### config.mk
export PLATFORM = sky130hd
export DESIGN_NAME = cpcr_regs
export DESIGN_NICKNAME = d
export VERILOG_FILES = /design/src/verilog/cpcr_pkg.sv /design/src/verilog/cpcr_regs.sv /design/src/verilog/cpcr_sync.sv /design/src/verilog/cpcr_charge_timer.sv
export SDC_FILE = /design/constraint.sdc
export NUM_CORES = 1
export LEC_CHECK = 0
export BUFFER_PORTS_ARGS = -buffer_cell sky130_fd_sc_hd__buf_2
export CAP_MARGIN = 20
export CORE_UTILIZATION = 30
export DETAILED_ROUTE_END_ITERATION = 8
export PLACE_DENSITY = 0.59
export SLEW_MARGIN = 20
export SYNTH_ARGS = -nofsm -noshare
export SYNTH_HDL_FRONTEND = slang
export SYNTH_SLANG_ARGS = --single-unit
### constraint.sdc
create_clock -name ref_clk_in -period 2 [get_ports ref_clk_in]
set_input_delay 0.4 -clock ref_clk_in [delete_from_list [all_inputs] [get_ports ref_clk_in]]
set_output_delay 0.4 -clock ref_clk_in [all_outputs]
set_load 0.05 [all_outputs]
### src/verilog/cpcr_pkg.sv
// constants for the page-zero control register bank
// assumes one 40 MHz clock and a synchronous active-high reset
package cpcr_pkg;
  localparam logic [6:0] OFS_PAGE     = 7'h00;
  localparam logic [6:0] OFS_RESET    = 7'h01;
  localparam logic [6:0] OFS_REFCFG   = 7'h02;
  localparam logic [6:0] OFS_SUPPLY   = 7'h03;
  localparam logic [6:0] OFS_SPCFG0   = 7'h72;
  localparam logic [6:0] OFS_SPCFG1   = 7'h73;
  localparam logic [6:0] OFS_CHEN     = 7'h76;
  localparam logic [6:0] OFS_DYNPWR   = 7'h77;
  localparam logic [6:0] OFS_PWRCFG   = 7'h78;
  localparam logic [6:0] OFS_DEVSTS0  = 7'h79;
  localparam logic [6:0] OFS_DEVSTS1  = 7'h7A;
  localparam logic [6:0] OFS_CKSUM    = 7'h7E;
  localparam logic [7:0] RST_ZERO     = 8'h00;
  localparam logic [7:0] RST_SPCFG    = 8'h18;
  localparam logic [7:0] RST_CHEN     = 8'hCC;
  localparam logic [7:0] RST_DEVSTS1  = 8'h80;
  localparam int         BIT_SWRST    = 0;
  localparam int         BIT_QCHG_LO  = 4;
  localparam int         BIT_VREF_EN  = 3;
  localparam int         BIT_AMODE    = 2;
  localparam int         BIT_IOMODE   = 1;
  localparam int         BIT_AWAKE    = 0;
  localparam int         BIT_AFLAG    = 7;
  localparam int         BIT_IOFLAG   = 6;
  localparam int         BIT_UVFLAG   = 1;
  localparam int         BIT_UVWAKE   = 0;
  localparam logic [7:0] MASK_REFCFG  = 8'h3F;
  localparam logic [7:0] MASK_UVWAKE  = 8'h01;
  // quick-charge times in microseconds
  localparam int         QCHG_US0     = 3500;
  localparam int         QCHG_US1     = 10000;
  localparam int         QCHG_US2     = 50000;
  localparam int         QCHG_US3     = 100000;
  localparam int         CLK_MHZ      = 40;
  typedef enum logic [1:0] {CPCR_ASLEEP, CPCR_CHARGE, CPCR_AWAKE} cpcr_state_t;
endpackage

### src/verilog/cpcr_regs.sv
// page-zero control and status register bank
// assumes a control-port engine on ref_clk_in giving one-cycle write and read strobes
module cpcr_regs #(
  parameter int Q0 = cpcr_pkg::QCHG_US0 * cpcr_pkg::CLK_MHZ,
  parameter int Q1 = cpcr_pkg::QCHG_US1 * cpcr_pkg::CLK_MHZ,
  parameter int Q2 = cpcr_pkg::QCHG_US2 * cpcr_pkg::CLK_MHZ,
  parameter int Q3 = cpcr_pkg::QCHG_US3 * cpcr_pkg::CLK_MHZ
) (
  input  wire logic       ref_clk_in,
  input  wire logic       rst_in,
  input  wire logic       wr_en_in,
  input  wire logic       rd_en_in,
  input  wire logic [6:0] addr_in,
  input  wire logic [7:0] wdata_in,
  input  wire logic       analog_high_in,
  input  wire logic       io_high_in,
  input  wire logic       undervoltage_in,
  output logic [7:0]      rdata_out,
  output logic [7:0]      page_out,
  output logic            awake_not_sleep_out,
  output logic            digital_regulator_en_out,
  output logic            reference_en_out,
  output logic            reference_charging_out,
  output logic            analog_supply_mode_out,
  output logic            io_supply_mode_out,
  output logic [7:0]      channel_enable_bits_out
);
  // each charge count must be nonzero and fit the 23-bit timer
  if (Q0 < 1 || Q1 < 1 || Q2 < 1 || Q3 < 1 ||
      Q0 >= (1 << 23) || Q1 >= (1 << 23) || Q2 >= (1 << 23) || Q3 >= (1 << 23)) begin : g_bad_charge
    $error("charge counts out of range");
  end

  logic [7:0] page_select;
  logic       soft_reset_request;
  logic [7:0] reference_sleep_config;
  logic       undervoltage_wake_select;
  logic       undervoltage_shutdown_flag;
  logic [7:0] signal_proc_config0, signal_proc_config1, channel_enable;
  logic [7:0] dynamic_power_config, power_config, control_checksum;
  logic       analog_supply_override_flag, io_supply_override_flag;
  logic       a_hi, io_hi, uv;
  logic       on_page0, wr_hit, do_reset;
  logic       awake_req, charge_busy, charge_done;
  logic [22:0] charge_cycles;
  logic [7:0] next_rdata;
  logic       uv_prev;
  cpcr_pkg::cpcr_state_t state;

  cpcr_sync u_sync_a  (.ref_clk_in(ref_clk_in), .rst_in(rst_in), .async_in(analog_high_in),  .sync_out(a_hi));
  cpcr_sync u_sync_io (.ref_clk_in(ref_clk_in), .rst_in(rst_in), .async_in(io_high_in),      .sync_out(io_hi));
  cpcr_sync u_sync_uv (.ref_clk_in(ref_clk_in), .rst_in(rst_in), .async_in(undervoltage_in), .sync_out(uv));

  assign on_page0 = (page_select == cpcr_pkg::RST_ZERO);
  assign wr_hit   = wr_en_in && (on_page0 || addr_in == cpcr_pkg::OFS_PAGE);
  assign do_reset = rst_in || soft_reset_request;

  // page selector, reachable on every page
  always_ff @(posedge ref_clk_in) begin
    if (do_reset)
      page_select <= cpcr_pkg::RST_ZERO;
    else if (wr_en_in && addr_in == cpcr_pkg::OFS_PAGE)
      page_select <= wdata_in;
  end

  // soft reset request, clears itself on the same edge where it acts
  always_ff @(posedge ref_clk_in) begin
    if (rst_in || soft_reset_request)
      soft_reset_request <= 1'b0;
    else if (wr_hit && addr_in == cpcr_pkg::OFS_RESET)
      soft_reset_request <= wdata_in[cpcr_pkg::BIT_SWRST];
  end

  // configuration registers
  always_ff @(posedge ref_clk_in) begin
    if (do_reset) begin
      reference_sleep_config   <= cpcr_pkg::RST_ZERO;
      undervoltage_wake_select <= 1'b0;
      signal_proc_config0      <= cpcr_pkg::RST_SPCFG;
      signal_proc_config1      <= cpcr_pkg::RST_SPCFG;
      channel_enable           <= cpcr_pkg::RST_CHEN;
      dynamic_power_config     <= cpcr_pkg::RST_ZERO;
      power_config             <= cpcr_pkg::RST_ZERO;
      control_checksum         <= cpcr_pkg::RST_ZERO;
    end else begin
      if (wr_hit) begin
        case (addr_in)
          cpcr_pkg::OFS_REFCFG: reference_sleep_config <= wdata_in & cpcr_pkg::MASK_REFCFG;
          cpcr_pkg::OFS_SUPPLY: undervoltage_wake_select <= wdata_in[cpcr_pkg::BIT_UVWAKE];
          cpcr_pkg::OFS_SPCFG0: signal_proc_config0 <= wdata_in;
          cpcr_pkg::OFS_SPCFG1: signal_proc_config1 <= wdata_in;
          cpcr_pkg::OFS_CHEN:   channel_enable <= wdata_in;
          cpcr_pkg::OFS_DYNPWR: dynamic_power_config <= wdata_in;
          cpcr_pkg::OFS_PWRCFG: power_config <= wdata_in;
          cpcr_pkg::OFS_CKSUM:  control_checksum <= wdata_in;
          default: ;
        endcase
      end
      // shutdown leaves the device asleep unless wake is selected
      if (uv && !uv_prev)
        reference_sleep_config[cpcr_pkg::BIT_AWAKE] <= undervoltage_wake_select;
    end
  end

  // supply override and shutdown status
  always_ff @(posedge ref_clk_in) begin
    if (do_reset) begin
      analog_supply_override_flag <= 1'b0;
      io_supply_override_flag     <= 1'b0;
      undervoltage_shutdown_flag  <= 1'b0;
    end else begin
      analog_supply_override_flag <= a_hi;
      io_supply_override_flag     <= io_hi;
      if (uv && !uv_prev)
        undervoltage_shutdown_flag <= 1'b1;
    end
  end

  // edge memory survives soft reset, so a shutdown input still high is not seen twice
  always_ff @(posedge ref_clk_in) begin
    if (rst_in)
      uv_prev <= 1'b0;
    else
      uv_prev <= uv;
  end

  // effective modes
  always_ff @(posedge ref_clk_in) begin
    if (do_reset) begin
      analog_supply_mode_out  <= 1'b0;
      io_supply_mode_out      <= 1'b0;
      channel_enable_bits_out <= cpcr_pkg::RST_CHEN;
      page_out                <= cpcr_pkg::RST_ZERO;
    end else begin
      analog_supply_mode_out  <= reference_sleep_config[cpcr_pkg::BIT_AMODE] && !analog_supply_override_flag;
      io_supply_mode_out      <= reference_sleep_config[cpcr_pkg::BIT_IOMODE] && !io_supply_override_flag;
      channel_enable_bits_out <= channel_enable;
      page_out                <= page_select;
    end
  end

  // sleep sequencer with reference quick-charge
  assign awake_req = reference_sleep_config[cpcr_pkg::BIT_AWAKE];
  always_comb begin
    case (reference_sleep_config[cpcr_pkg::BIT_QCHG_LO +: 2])
      2'h0:    charge_cycles = 23'(Q0);
      2'h1:    charge_cycles = 23'(Q1);
      2'h2:    charge_cycles = 23'(Q2);
      default: charge_cycles = 23'(Q3);
    endcase
  end

  cpcr_charge_timer #(.CW(23)) u_timer (
    .ref_clk_in (ref_clk_in),
    .rst_in     (do_reset),
    .start_in   (state == cpcr_pkg::CPCR_ASLEEP && awake_req && reference_sleep_config[cpcr_pkg::BIT_VREF_EN]),
    .cycles_in  (charge_cycles),
    .busy_out   (charge_busy),
    .done_out   (charge_done)
  );

  always_ff @(posedge ref_clk_in) begin
    if (do_reset) begin
      state                    <= cpcr_pkg::CPCR_ASLEEP;
      awake_not_sleep_out      <= 1'b0;
      digital_regulator_en_out <= 1'b0;
      reference_en_out         <= 1'b0;
      reference_charging_out   <= 1'b0;
    end else begin
      reference_charging_out <= charge_busy;
      case (state)
        cpcr_pkg::CPCR_ASLEEP: begin
          if (awake_req) begin
            digital_regulator_en_out <= 1'b1;
            if (reference_sleep_config[cpcr_pkg::BIT_VREF_EN]) begin
              reference_en_out <= 1'b1;
              state            <= cpcr_pkg::CPCR_CHARGE;
            end else begin
              awake_not_sleep_out <= 1'b1;
              state               <= cpcr_pkg::CPCR_AWAKE;
            end
          end
        end
        cpcr_pkg::CPCR_CHARGE: begin
          if (!awake_req) begin
            state                    <= cpcr_pkg::CPCR_ASLEEP;
            digital_regulator_en_out <= 1'b0;
            reference_en_out         <= 1'b0;
          end else if (charge_done) begin
            awake_not_sleep_out <= 1'b1;
            state               <= cpcr_pkg::CPCR_AWAKE;
          end
        end
        cpcr_pkg::CPCR_AWAKE: begin
          if (!awake_req) begin
            state                    <= cpcr_pkg::CPCR_ASLEEP;
            awake_not_sleep_out      <= 1'b0;
            digital_regulator_en_out <= 1'b0;
            reference_en_out         <= 1'b0;
          end
        end
        default: state <= cpcr_pkg::CPCR_ASLEEP;
      endcase
    end
  end

  // read mux
  always_comb begin
    next_rdata = cpcr_pkg::RST_ZERO;
    if (addr_in == cpcr_pkg::OFS_PAGE)
      next_rdata = page_select;
    else if (on_page0) begin
      case (addr_in)
        cpcr_pkg::OFS_RESET:   next_rdata = {7'h00, soft_reset_request};
        cpcr_pkg::OFS_REFCFG:  next_rdata = {reference_sleep_config[7:3], analog_supply_mode_out,
                                             io_supply_mode_out, reference_sleep_config[0]};
        cpcr_pkg::OFS_SUPPLY:  next_rdata = {analog_supply_override_flag, io_supply_override_flag, 4'h0,
                                             undervoltage_shutdown_flag, undervoltage_wake_select};
        cpcr_pkg::OFS_SPCFG0:  next_rdata = signal_proc_config0;
        cpcr_pkg::OFS_SPCFG1:  next_rdata = signal_proc_config1;
        cpcr_pkg::OFS_CHEN:    next_rdata = channel_enable;
        cpcr_pkg::OFS_DYNPWR:  next_rdata = dynamic_power_config;
        cpcr_pkg::OFS_PWRCFG:  next_rdata = power_config;
        cpcr_pkg::OFS_DEVSTS0: next_rdata = {7'h00, awake_not_sleep_out};
        cpcr_pkg::OFS_DEVSTS1: next_rdata = cpcr_pkg::RST_DEVSTS1;
        cpcr_pkg::OFS_CKSUM:   next_rdata = control_checksum;
        default:               next_rdata = cpcr_pkg::RST_ZERO;
      endcase
    end
  end

  always_ff @(posedge ref_clk_in) begin
    if (rst_in)
      rdata_out <= cpcr_pkg::RST_ZERO;
    else if (rd_en_in)
      rdata_out <= next_rdata;
  end

  property p_page_write;
    @(posedge ref_clk_in) disable iff (rst_in)
    (wr_en_in && addr_in == cpcr_pkg::OFS_PAGE && !soft_reset_request) |=> page_select == $past(wdata_in);
  endproperty
  a_page_write: assert property (p_page_write) else $error("page write lost");

  property p_reset_clears;
    @(posedge ref_clk_in) disable iff (rst_in)
    soft_reset_request |=> !soft_reset_request && channel_enable == cpcr_pkg::RST_CHEN;
  endproperty
  a_reset_clears: assert property (p_reset_clears) else $error("soft reset not applied");

  property p_reset_defaults;
    @(posedge ref_clk_in) disable iff (rst_in)
    soft_reset_request |=> signal_proc_config0 == cpcr_pkg::RST_SPCFG && page_select == cpcr_pkg::RST_ZERO;
  endproperty
  a_reset_defaults: assert property (p_reset_defaults) else $error("defaults not restored");

  property p_amode_forced;
    @(posedge ref_clk_in) disable iff (rst_in || soft_reset_request)
    analog_supply_override_flag |=> !analog_supply_mode_out;
  endproperty
  a_amode_forced: assert property (p_amode_forced) else $error("analog mode not forced");

  property p_iomode_forced;
    @(posedge ref_clk_in) disable iff (rst_in || soft_reset_request)
    io_supply_override_flag |=> !io_supply_mode_out;
  endproperty
  a_iomode_forced: assert property (p_iomode_forced) else $error("io mode not forced");

  property p_uv_flag;
    @(posedge ref_clk_in) disable iff (rst_in || soft_reset_request)
    (uv && !uv_prev) |=> undervoltage_shutdown_flag;
  endproperty
  a_uv_flag: assert property (p_uv_flag) else $error("shutdown flag not set");

  property p_sleep_held;
    @(posedge ref_clk_in) disable iff (rst_in || soft_reset_request)
    !awake_req [*2] |-> !awake_not_sleep_out;
  endproperty
  a_sleep_held: assert property (p_sleep_held) else $error("awake while sleep selected");

  property p_digital_regulator_only;
    @(posedge ref_clk_in) disable iff (rst_in || soft_reset_request)
    (state == cpcr_pkg::CPCR_ASLEEP && awake_req && !reference_sleep_config[cpcr_pkg::BIT_VREF_EN])
      |=> digital_regulator_en_out && !reference_en_out && awake_not_sleep_out;
  endproperty
  a_digital_regulator_only: assert property (p_digital_regulator_only) else $error("wrong wake power set");

  property p_charge_start;
    @(posedge ref_clk_in) disable iff (rst_in || soft_reset_request)
    (state == cpcr_pkg::CPCR_ASLEEP && awake_req && reference_sleep_config[cpcr_pkg::BIT_VREF_EN])
      |=> ##1 reference_charging_out;
  endproperty
  a_charge_start: assert property (p_charge_start) else $error("charge not started");

  property p_off_page_write;
    @(posedge ref_clk_in) disable iff (rst_in || soft_reset_request)
    (wr_en_in && !on_page0 && addr_in == cpcr_pkg::OFS_CHEN) |=> channel_enable == $past(channel_enable);
  endproperty
  a_off_page_write: assert property (p_off_page_write) else $error("write taken off page zero");

  property p_uv_wake;
    @(posedge ref_clk_in) disable iff (rst_in || soft_reset_request)
    (uv && !uv_prev) |=> reference_sleep_config[cpcr_pkg::BIT_AWAKE] == $past(undervoltage_wake_select);
  endproperty
  a_uv_wake: assert property (p_uv_wake) else $error("shutdown wake choice not applied");

  property p_charge_wake;
    @(posedge ref_clk_in) disable iff (rst_in || soft_reset_request)
    (state == cpcr_pkg::CPCR_CHARGE && awake_req && charge_done) |=> awake_not_sleep_out;
  endproperty
  a_charge_wake: assert property (p_charge_wake) else $error("not awake after charge");
endmodule // cpcr_regs

### src/verilog/cpcr_sync.sv
// two-flop synchroniser for one level
// assumes the input is asynchronous to ref_clk_in
module cpcr_sync (
  input  wire logic ref_clk_in,
  input  wire logic rst_in,
  input  wire logic async_in,
  output logic      sync_out
);
  logic stage1;
  always_ff @(posedge ref_clk_in) begin
    if (rst_in) begin
      stage1   <= 1'b0;
      sync_out <= 1'b0;
    end else begin
      stage1   <= async_in;
      sync_out <= stage1;
    end
  end
endmodule // cpcr_sync

### src/verilog/cpcr_charge_timer.sv
// quick-charge timer: counts the selected charge time
// assumes start is a one-cycle pulse on ref_clk_in
module cpcr_charge_timer #(
  parameter int CW = 23
) (
  input  wire logic          ref_clk_in,
  input  wire logic          rst_in,
  input  wire logic          start_in,
  input  wire logic [CW-1:0] cycles_in,
  output logic               busy_out,
  output logic               done_out
);
  logic [CW-1:0] count;
  always_ff @(posedge ref_clk_in) begin
    if (rst_in) begin
      count    <= '0;
      busy_out <= 1'b0;
      done_out <= 1'b0;
    end else begin
      done_out <= 1'b0;
      if (start_in) begin
        count    <= cycles_in;
        busy_out <= 1'b1;
      end else if (busy_out) begin
        if (count <= CW'(1)) begin
          busy_out <= 1'b0;
          done_out <= 1'b1;
        end else begin
          count <= count - CW'(1);
        end
      end
    end
  end
endmodule // cpcr_charge_timer

### Word-level counts from Yosys, hierarchy flattened

Index checks and enable logic that the tools add are counted.

| word-level totals | value |
|---|---|
| output and inout bits | 30 |
| input port bits | 22 |
| logic and storage cells | 130 |
| register bits | 131 |

| operators by class | value |
|---|---|
| bitwise logic cells | 1 |
| add/sub/neg operators | 1 |
| reduce and logical (&&, ||, !) cells | 38 |
| equality and inequality tests | 24 |
| magnitude comparators | 1 |
| mux-type cells | 31 |

Operator list:

| kind | number |
|---|---|
| one-hot mux 8 bit (11 select lines) | 1 |
| two-way mux 23 bit | 3 |
| one-hot mux 22 bit (3 select lines) | 1 |
| == test 7 bit (second input constant) | 8 |
| <= comparator 23 x 1 -> 1 bit (second input constant) | 1 |
| subtractor 23 x 1 -> 23 bit (second input constant) | 1 |
| AND reduction 2 bit | 10 |
| two-way mux 8 bit | 2 |
| two-way mux 1 bit | 15 |
| == test 7 x 2 -> 1 bit (second input constant) | 2 |
| inequality test 2 bit (second input constant) | 6 |
| two-way mux 2 bit | 5 |
| logical AND 1 bit | 8 |
| logical NOT 8 bit | 1 |
| nonzero test 2 bit | 4 |
| == test 7 x 1 -> 1 bit (second input constant) | 1 |
| logical NOT 7 bit | 1 |
| one-hot mux 2 bit (3 select lines) | 1 |
| AND reduction 3 bit | 2 |
| AND reduction 6 bit | 1 |
| == test 2 x 1 -> 1 bit (second input constant) | 2 |
| == test 2 bit (second input constant) | 2 |
| logical NOT 2 bit | 2 |
| inequality test 2 x 1 -> 1 bit (second input constant) | 2 |
| other kinds (10) | 14 |

### Longest topological paths before layout

Gate-level depths: netlist of the first run.

| depth | value |
|---|---|
| word-level depth | 5 |
| gate-level depth with buffers | 9 |
| gate-level depth less buffers | 7 |

### By module

A second synthesis of the first run with hierarchy kept.

| second synthesis, totals | value |
|---|---|
| cells, all modules | 693 |
| area total of the unflattened synthesis | 6,165.9 um^2 |

By module, submodules not included:

| module | cells an instance | times used | area an instance (um^2) | sequential area each (um^2) |
|---|---|---|---|---|
| cpcr_regs | 493 | 1 | 4,394.2 | 2,001.9 |
| cpcr_charge_timer | 188 | 1 | 1,614.0 | 500.5 |
| cpcr_sync | 4 | 3 | 52.6 | 40.0 |

### Worst setup path before layout of the first run

Ideal clock, no wire load.

| path | value |
|---|---|
| path kind | register to register |
| from | reg u_timer.count[1] |
| to | reg u_timer.count[18] |
| cell stages (with the launch flop) | 8 |
| slack | 7 ps |
| arrival time | 1,914 ps |
| path buffers | 1 |
| required time | 1,921 ps |
| library setup time | 79 ps |
| clock period less this slack | 1,993 ps |
| cell sequence | dfxtp_1 -> inv_1 -> ha_1 -> o2111ai_1 -> clkbuf_1 -> or4b_4 -> xor2_1 -> a211oi_2 |

| between the ends | value |
|---|---|
| cells in the longest elaborated chain, start to end | 4 |
| elaborated cells between the ends (all ways) | 7 |
| classes of those cells | add/sub (1); order compare (1); eq/ne (1); mux (3); reduce/logical (1) |

RTL lines:

| item | line | text |
|---|---|---|
| from (decl) | cpcr_charge_timer.sv:13 | `logic [CW-1:0] count;` |
| from (signal assigned) | cpcr_charge_timer.sv:22 | `count <= cycles_in;` |
| from (signal assigned) | cpcr_charge_timer.sv:29 | `count <= count - CW'(1);` |
| subtractor 23 x 1 -> 23 bit | cpcr_charge_timer.sv:29 |  |
| two-way mux 23 bit | cpcr_charge_timer.sv:25 | `if (count <= CW'(1)) begin` |
| two-way mux 23 bit | cpcr_charge_timer.sv:24 | `end else if (busy_out) begin` |
| two-way mux 23 bit | cpcr_charge_timer.sv:21 | `if (start_in) begin` |

Parallel ways exist; a longest one is shown, timed or not. The select of a mux whose other input is x is not followed.
A chain may end at the register's enable or synchronous reset.

### Final worst setup path of the first run

| path | value |
|---|---|
| from | reg u_timer.count[0] |
| to | reg u_timer.count[20] |

The elaborated chain is that of the path after synthesis.

==> results.py, run 1 <==
metrics = {
    "power": {
        "pwr-share-seq_pct": 43.1,
        "power-per-cell-area_nw_per_um2": 810,
        "switching_share_pct": 26.2,
        "p_clk_share_pct": 50.9,
        "power_switching_w": 0.00161,
        "ir_worst_vdd_mv": 0.561,
        "power_leakage_nw": 3.11,
        "power_frac_comb_pct": 6.0,
        "internal_power_w": 0.00452,
    },
    "timing": {
        "fin_ws_ps": 78.8,
        "relSlewSlack_pct": 69.1,
        "final.period_utilization_pct": 96.1,
        "skew_ps": 10.4,
        "finalSetupViolCount": 0,
        "rsz0062_at_grt": "no",
        "worst_slew_pin_slew_ps": 459,
        "finalMaxSlewViolations": 0,
        "timing_hold_violations_final": 0,
        "fin_crit_ps": 1920,
        "holdWs_ps": 186,
        "fmax_mhz": 521,
    },
    "global_route": {
        "grtUsageTotal_pct": 18.7,
        "grt_pass1_wl_um": 28400,
        "antenna_found_initial": 0,
        "overflow": 0,
        "grt_max_degree": 51,
        "grt_pass1_vias": 5055,
    },
    "worst_setup_path": {
        "worst-r2r-cell-count": 6,
        "cp-startpoint": "u_timer.count[0]",
        "critPathLaunchType": "flip-flop",
        "worst-setup-path-type": "reg2reg",
        "cp-end-kind": "flip-flop",
        "cp_max_fo": 14,
        "worst-endpoint-required_ps": 2350,
        "worstReg2RegStart": "u_timer.count[0]",
        "reg2reg_to": "u_timer.count[20]",
        "critPathArrivalTime_ps": 2270,
        "reg2reg_setup_slack_ps": 80,
        "cp-endpoint": "u_timer.count[20]",
    },
    "routing": {
        "vias_per_cell": 5.13,
        "routed_wl_um": 18100,
        "first_pass_iters": 5,
        "num_vias": 5487,
        "drtAntennaViolNets": 0,
        "wire_per_inst_um": 16.9,
        "drt-initial-drc-count": 492,
        "remaining_drc_errors": 0,
    },
    "floorplanning": {
        "die-area_um2": 19900,
        "rows": 50,
        "core_area_um2": 18800,
        "ios": 52,
        "die_h_um": 141,
        "die_w_um": 141,
        "start_util_pct": 30.8,
    },
    "cts": {
        "cts_resized": 0,
        "cts_htree_levels": 4,
        "root_buffer": "clkbuf_16",
        "tritoncts": "done",
        "cts_max_path_buffers": 2,
        "cts-buffers-inserted": 17,
        "cts_num_sinks": 131,
        "clkLatencyLatePin_ps": 430,
        "post_cts_buffers": 0,
        "clkTransAtPathRegs_ps": 60,
        "ctsHoldBuffers": 0,
    },
    "yosys": {
        "synth_area_leaders": "dfxtp_1, mux2i_1, nand2_1, nand3_1, o21ai_0",
        "synthesis.area_um2": 5810,
        "synthCells": 680,
        "synth-seq-area-share_pct": 45.2,
        "yosys_warnings": 0,
        "netlist.area_leader.share_pct": 45.2,
        "syn_area_per_cell_um2": 8.54,
        "synth_edf_count": 0,
        "syn-num-nets": 707,
        "synth_cell_type_count": 67,
        "synth-seq-cells": 131,
        "yosysTopAreaCell": "dfxtp_1",
        "synth-main-ff-cell": "dfxtp_1",
        "postSynth.asyncResetShare_pct": 0,
    },
    "finish": {
        "final_layout_size_suffix_gt1_share_pct": 24.0,
        "syn2layout_area_growth_pct": 30.3,
        "finish.net_count": 823,
        "fillers": 1880,
        "num_antenna_cells": 0,
        "fin_area_um2": 7570,
    },
    "status": {
        "outcome": "completed",
    },
    "place": {
        "portBuffers": 51,
        "place_congestion": 0.973,
        "placed_area_um2": 6910,
        "hpwl_um": 13100,
        "pre_cts_slack_ps": -145,
    },
    "worst_hold_path": {
        "whs_path_depth": 2,
        "hp-class": "in2reg",
        "hp-start": "analog_high_in",
    },
    "flow_run": {
        "drv_cap": 0,
    },
}
cell usage after synthesis, types with 8 or more instances:
| cell | number |
|---|---|
| a21oi_1 | 37 |
| a31oi_1 | 9 |
| and2_1 | 18 |
| and3_1 | 8 |
| clkbuf_1 | 35 |
| dfxtp_1 | 131 |
| inv_1 | 15 |
| mux2i_1 | 32 |
| nand2_1 | 82 |
| nand3_1 | 52 |
| nor2_1 | 52 |
| nor2b_1 | 12 |
| nor3_1 | 16 |
| o21ai_0 | 41 |
final cells by class:
cell class / instances / area, um2 / share of cell area, %
inverters: 15 / 56.3 / 0.744
repair buffers: 140 / 948 / 12.5
flip-flops and latches: 131 / 2620 / 34.7
multi-input cells: 491 / 3030 / 40.0
well taps: 260 / 325 / 4.30
clock buffers: 17 / 425 / 5.62
clock inverters: 15 / 160 / 2.12
critical path: stages (launching register included):
cell and delay (ps):
dfxtp_1 350, ha_1 220, o2111ai_2 250, o21ai_0 110
buf_4 200, or4_1 540, a31oi_1 180
cell usage in the layout (no fill, tap or decap), types with 4 or more instances in the layout:
cell type	synthesis	final
a211oi_1	5	5
a21oi_1	37	37
a221oi_1	6	6
a31oi_1	9	9
and2_1	18	18
and3_1	8	8
buf_2	5	51
buf_4	0	87
clkbuf_16	0	17
dfxtp_1	131	131
ha_1	5	5
inv_1	15	15
inv_6	0	6
inv_8	0	4
mux2i_1	32	32
nand2_1	82	82
nand2b_1	5	5
nand3_1	52	52
nand4_1	6	6
nor2_1	52	51
nor2b_1	12	12
nor3_1	16	14
nor4_1	7	4
nor4_2	1	4
o2111ai_1	5	4
o211ai_1	5	5
o21ai_0	41	41
o21bai_1	5	5
o22ai_1	4	4
o31ai_1	4	4
or3_1	7	7
or4_1	4	4
xor2_1	6	6
kinds of logic (layout without fill, tap and decap cells):
logic type               Yosys count  after routing  synth area share (%)
AO/OA/AOI/OAI                    156            156                  17.6
XOR/XNOR                           8              8                  1.21
adder cells (fa/ha/maj)            5              5                  1.08
buffers and inverters             58            187                  3.99
flip-flops                       131            131                  45.2
multiplexers                      34             34                  5.90
AND/OR/NAND/NOR                  288            288                  25.1
power groups by stage:
stage	combinational, W	clock, W	sequential, W
2_1_floorplan	0.000163	0	0.00273
3_3_place_gp	0.000358	0	0.00270
3_5_place_dp	0.000359	0	0.00270
4_1_cts	0.000360	0.00317	0.00264
5_1_grt	0.000391	0.00330	0.00264
6_report	0.000365	0.00312	0.00264
worst min-delay path by stage:
stage	slack [ps]	to
finish	190	u_sync_a.stage1
global route	190	u_sync_uv.stage1
CTS	180	u_sync_a.stage1
detailed placement	420	analog_supply_override_flag
global placement	410	analog_supply_override_flag
floorplan	400	analog_supply_mode_out
state kept, by name, indices dropped and copies added, names as in the netlist, 2 cells and up:
| name | flops |
|---|---|
| reference_sleep_config | 6 |
| page_select | 8 |
| rdata_out | 8 |
| dynamic_power_config | 8 |
| channel_enable | 8 |
| signal_proc_config1 | 8 |
| channel_enable_bits_out | 8 |
| page_out | 8 |
| state | 2 |
| u_timer.count | 23 |
| control_checksum | 8 |
| signal_proc_config0 | 8 |
| power_config | 8 |
layer usage:
layer  vias up  share of wire [%]  routed length [um]  global-route usage (%)
met3        31                6.7                1210                    4.01
met4         0                2.0                 367                    6.75
li1       2692                  -                   -                       -
met1      2568                 49                8940                    27.3
met5         -                  0                   0                       0
met2       196                 42                7610                    26.8
per-stage QoR:
step           cells  setup TNS, ps  total power (W)  utilization [%]
3_5_place_dp    1037          -1120          0.00306             36.7
3_3_place_gp    1037           -829          0.00306             36.7
5_1_grt         1069              0          0.00633             40.2
6_report        1069              0          0.00613             40.2
2_1_floorplan    680              0          0.00289                -
4_1_cts         1069              0          0.00617             39.8
No activity file was read; power rests on OpenSTA's default activity.
==> run 2: changes to the inputs <==
PLACE_DENSITY = 0.57   (was 0.59)
clock period = 1.8 ns   (was 2 ns; I/O delays follow)
==> run 2 against run 1 <==
- the run now ends with negative setup slack left
- largest cell class unchanged
- critical path depth is 1 lower
- hold slack worse by 38 ps
- largest power group unchanged
- sequential power is 11% higher
- global-route usage is 0.86 points higher
- register-to-register slack worse by 90 ps
- fmax is 5.9% higher
==> results.py, run 2 (synthesized netlist as in run 1, its figures left out) <==
metrics = {
    "status": {
        "outcome": "finished, violations left",
        "violations": "negative setup slack",
    },
    "cts": {
        "tritoncts": "done",
        "clkTransAtPathRegs_ps": 60,
        "cts_htree_levels": 4,
        "clkLatencyLatePin_ps": 420,
        "root_buffer": "clkbuf_16",
        "cts_num_sinks": 131,
        "cts_max_path_buffers": 2,
        "cts-buffers-inserted": 17,
    },
    "place": {
        "place_congestion": 0.969,
        "placed_area_um2": 7200,
        "pre_cts_slack_ps": -308,
        "hpwl_um": 13700,
        "portBuffers": 51,
    },
    "timing": {
        "tns_ps": -14.7,
        "rsz0062_at_grt": "yes",
        "worst_slew_pin_slew_ps": 497,
        "fin_crit_ps": 1810,
        "skew_ps": 6.72,
        "finalMaxSlewViolations": 0,
        "finalSetupViolCount": 1,
        "timing_hold_violations_final": 0,
        "fin_ws_ps": -14.7,
        "final.period_utilization_pct": 101,
        "relSlewSlack_pct": 66.9,
        "fmax_mhz": 551,
    },
    "finish": {
        "fillers": 1905,
        "layout.cells.most_common_list": "buf_4, dfxtp_1, nand2_1, nand3_1, buf_2",
        "finish.net_count": 868,
        "multiInputGateArea_um2": 3200,
        "fin_area_um2": 8200,
        "final_layout_size_suffix_gt1_share_pct": 32.4,
        "seqCellArea_um2": 2640,
        "num_antenna_cells": 0,
        "post-route-util_pct": 43.6,
        "regMostFlops": "u_timer.count",
        "largest_reg_flops": 23,
        "final_common_cell": "buf_4",
        "syn2layout_area_growth_pct": 41.2,
    },
    "flow_run": {
        "drv_cap": 0,
    },
    "worst_hold_path": {
        "hp-class": "in2reg",
    },
    "routing": {
        "first_pass_iters": 6,
        "wire_per_inst_um": 17.0,
        "drtAntennaViolNets": 0,
        "vias_per_cell": 5.16,
        "remaining_drc_errors": 0,
        "drt-initial-drc-count": 438,
        "routed_wl_um": 18900,
        "num_vias": 5752,
    },
    "worst_setup_path": {
        "slowest_delay_ps": 560,
        "cp_slowest_cell": "or4b_4",
        "worst-setup-path-type": "reg2reg",
        "cp_max_fo": 2,
        "critPathLaunchType": "flip-flop",
        "worst-endpoint-required_ps": 2150,
        "worstPathCellList": "nor4_4 > nand4b_2 > or4b_4 > xor2_1 > a211oi_2",
        "cp-end-kind": "flip-flop",
        "critPathArrivalTime_ps": 2160,
    },
    "floorplanning": {
        "ios": 52,
        "die-area_um2": 19900,
        "rows": 50,
        "die_h_um": 141,
        "start_util_pct": 30.8,
        "core_area_um2": 18800,
        "die_w_um": 141,
    },
    "power": {
        "power_leakage_nw": 3.43,
        "power.total_w": 0.00738,
        "power-per-cell-area_nw_per_um2": 899,
        "ir_worst_vdd_mv": 0.686,
    },
    "global_route": {
        "overflow": 0,
        "grtUsageTotal_pct": 19.6,
        "grt_pass1_vias": 5423,
        "grt_max_degree": 43,
        "grt_pass1_wl_um": 29800,
        "antenna_found_initial": 0,
    },
}
-- run 2: cell count changes in the layout (fill, tap and decap cells not counted), sizes merged --
cell    before  now
buf        140  185
bufinv       1    6
clkinv       2    3
inv         25   19
-- run 2: layer usage --
metal / vias up / GRT usage, % / wire (um)
li1: 2784 / - / -
met1: 2743 / 27.8 / 9200
met2: 188 / 28.8 / 8250
met3: 37 / 4.28 / 1060
met4: 0 / 7.09 / 407
met5: - / 0 / 0
-- run 2: cell type report --
| cell class | count | share of cell area [%] |
|---|---|---|
| flip-flops and latches | 131 | 32.1 |
| clock inverters | 15 | 3.08 |
| inverters | 15 | 0.686 |
| multi-input cells | 491 | 39.0 |
| clock buffers | 17 | 5.19 |
| repair buffers | 185 | 15.9 |
| well taps | 260 | 3.97 |
-- run 2: critical path, delay by kind of cell (launching register included) --
family,cells,cell delay [ps]
flops,1,330
xor+xnor,1,170
simple gates,3,1080
compound gates,1,170
-- run 2: worst paths after layout --
kind / start / slack, ps / cells after the start / endpoint
max: u_timer.count[16] / -10 / 5 / u_timer.count[18]
min: analog_high_in / 150 / 2 / u_sync_a.stage1
max reg2reg: u_timer.count[16] / -10 / 5 / u_timer.count[18]
min reg2reg: u_sync_a.sync_out / 430 / 1 / analog_supply_override_flag
-- run 2: stage by stage --
stage,cells,hold slack [ps]
floorplan,680,399
global placement,1073,410
detailed placement,1073,428
CTS,1108,138
global route,1114,154
finish,1114,148
-- run 2: what timing repair did --
| item | in CTS | in global routing |
|---|---|---|
| setup endpoints to repair | 33 | 45 |
| buffers inserted | 3 | 7 |
| pin swaps | 5 | 17 |
| hold buffers | 0 | 0 |
| resized for setup | 10 | 57 |
-- run 2: where the power goes --
part	total [W]	switching [W]	internal, W
registers	0.00294	0.0000163	0.00292
logic	0.000430	0.000277	0.000152
clock network	0.00401	0.00139	0.00261
total	0.00738	0.00169	0.00569
==> run 3: changes to the inputs <==
ABC_AREA = 1   (was default)
CAP_MARGIN = default   (was 20)
==> run 3 against run 2 <==
- the flow now finishes without violations
- flip-flop and latch count unchanged
- critical path depth increased by 4
- synthesized area increased by 5.2%
- hold slack got worse by 9.5 ps
- fmax increased by 9.3%
- critical path type unchanged
- critical endpoint is now channel_enable[0]
==> results.py, run 3 <==
metrics = {
    "worst_setup_path": {
        "worst-setup-path-type": "reg2reg",
        "critPathLaunchType": "flip-flop",
        "cp-end-kind": "flip-flop",
        "critPathArrivalTime_ps": 1960,
        "cp_max_fo": 16,
        "worst-endpoint-required_ps": 2100,
    },
    "yosys": {
        "postSynth.asyncResetShare_pct": 0,
        "synth-seq-cells": 131,
        "synth_edf_count": 0,
        "synth_common_cells": "nor2_1, nand2_1, dfxtp_1",
        "yosysMostFrequentCell": "nor2_1",
        "synth_area_leaders": "dfxtp_1, nor2_1, nand2_1, inv_1, o21ai_0",
        "syn-num-nets": 922,
        "netlist.area_leader.share_pct": 42.9,
        "synth-main-ff-cell": "dfxtp_1",
        "synth_cell_type_count": 36,
        "yosys_warnings": 0,
        "yosysTopAreaCell": "dfxtp_1",
        "synthCells": 895,
        "synthesis.area_um2": 6110,
        "synth-seq-area-share_pct": 42.9,
        "syn_area_per_cell_um2": 6.83,
    },
    "timing": {
        "finalMaxSlewViolations": 0,
        "fin_crit_ps": 1660,
        "final.period_utilization_pct": 92.2,
        "fmax_mhz": 602,
        "worst_slew_pin_slew_ps": 763,
        "timing_hold_violations_final": 0,
        "relSlewSlack_pct": 49.1,
        "tns_ps": 0,
        "skew_ps": 9.47,
        "rsz0062_at_grt": "yes",
        "finalSetupViolCount": 0,
    },
    "global_route": {
        "overflow": 0,
        "antenna_found_initial": 0,
        "grt_max_degree": 83,
        "grtUsageTotal_pct": 16.8,
        "grt_pass1_wl_um": 26700,
        "grt_pass1_vias": 5135,
    },
    "floorplanning": {
        "die-area_um2": 20900,
        "ios": 52,
        "rows": 51,
        "die_w_um": 145,
        "core_area_um2": 19700,
        "start_util_pct": 31.0,
        "die_h_um": 145,
    },
    "cts": {
        "root_buffer": "clkbuf_16",
        "cts_max_path_buffers": 2,
        "cts_resized": 0,
        "cts-buffers-inserted": 17,
        "ctsHoldBuffers": 0,
        "cts_htree_levels": 4,
        "clkLatencyLatePin_ps": 420,
        "clkTransAtPathRegs_ps": 60,
        "tritoncts": "done",
        "cts_num_sinks": 131,
        "post_cts_buffers": 0,
    },
    "routing": {
        "routed_wl_um": 16700,
        "drt-initial-drc-count": 434,
        "remaining_drc_errors": 0,
        "first_pass_iters": 6,
        "num_vias": 5761,
        "drtAntennaViolNets": 0,
        "vias_per_cell": 4.60,
        "wire_per_inst_um": 13.3,
    },
    "power": {
        "power.total_w": 0.00734,
        "power-per-cell-area_nw_per_um2": 975,
        "power_leakage_nw": 3.54,
        "ir_worst_vdd_mv": 0.427,
    },
    "place": {
        "placed_area_um2": 6880,
        "portBuffers": 51,
        "place_congestion": 0.913,
        "hpwl_um": 12300,
    },
    "finish": {
        "num_antenna_cells": 0,
        "layout.cells.most_common_list": "nand2_1, nor2_1, dfxtp_1, inv_1, o21ai_0",
        "largest_reg_flops": 23,
        "fin_area_um2": 7530,
        "finish.net_count": 1002,
        "regMostFlops": "u_timer.count",
        "syn2layout_area_growth_pct": 23.1,
        "final_layout_size_suffix_gt1_share_pct": 16.7,
        "final_common_cell": "nand2_1",
    },
    "flow_run": {
        "drv_cap": 0,
    },
    "status": {
        "outcome": "completed",
    },
    "worst_hold_path": {
        "hp-class": "in2reg",
    },
}
-- run 3: final cells by class --
type,instances,area [um2]
Sequential cell,131,2620
Clock inverter,15,181
Tap cell,265,332
Multi-Input combinational cell,625,2970
Inverter,116,438
Timing Repair Buffer,84,553
Fill cell,2057,12200
Clock buffer,17,425
-- run 3: layer usage --
| metal | global-route usage, % | share of wire, % | vias up |
|---|---|---|---|
| li1 | - | - | 3016 |
| met5 | 0 | 0 | - |
| met4 | 6.09 | 1.4 | 0 |
| met3 | 2.60 | 4.4 | 14 |
| met1 | 23.8 | 51 | 2605 |
| met2 | 25.6 | 43 | 126 |
-- run 3: path summary, 6_finish.rpt --
path | from | to | slack, ps | depth (start not counted)
setup / recovery | page_select[1] | channel_enable[0] | 140 | 9
hold / removal | analog_high_in | u_sync_a.stage1 | 140 | 3
setup reg to reg | page_select[1] | channel_enable[0] | 140 | 9
hold reg to reg | u_sync_io.stage1 | u_sync_io.sync_out | 410 | 2
-- run 3: through the flow --
| stage | hold slack [ps] | utilization [%] | cells | setup slack [ps] |
|---|---|---|---|---|
| 5_1_grt | 142 | 38.2 | 1253 | -2.05 |
| 3_5_place_dp | 404 | 34.9 | 1221 | -10.1 |
| 4_1_cts | 132 | 38.0 | 1253 | 18.8 |
| 2_1_floorplan | 388 | - | 895 | 72.9 |
| 6_report | 138 | 38.2 | 1253 | 140 |
| 3_3_place_gp | 405 | 34.9 | 1221 | -11.6 |
-- run 3: critical path, stage by stage (launching register included) --
cell and delay, ps:
dfxtp_1 320, inv_1 80, nand2_1 60, nor3_1 130, nand2_1 180, a21oi_4 250
buf_12 160, nand2_4 120, o21ai_0 180, a21oi_1 60
-- run 3: power breakdown --
part           total, W  internal [W]  switching (W)  leakage, nW
logic          0.000760      0.000250       0.000510         2.18
registers       0.00302       0.00297      0.0000504         1.06
clock network   0.00356       0.00210        0.00146        0.294
-- run 3: cell families after synthesis --
kind of cell             count (synthesis)  synth area share [%]
AND/OR/NAND/NOR                        432                  29.8
AO/OA/AOI/OAI                          183                  16.5
buffers and inverters                  139                  9.13
flip-flops                             131                  42.9
XOR/XNOR                                 5                 0.717
adder cells (fa/ha/maj)                  5                  1.02
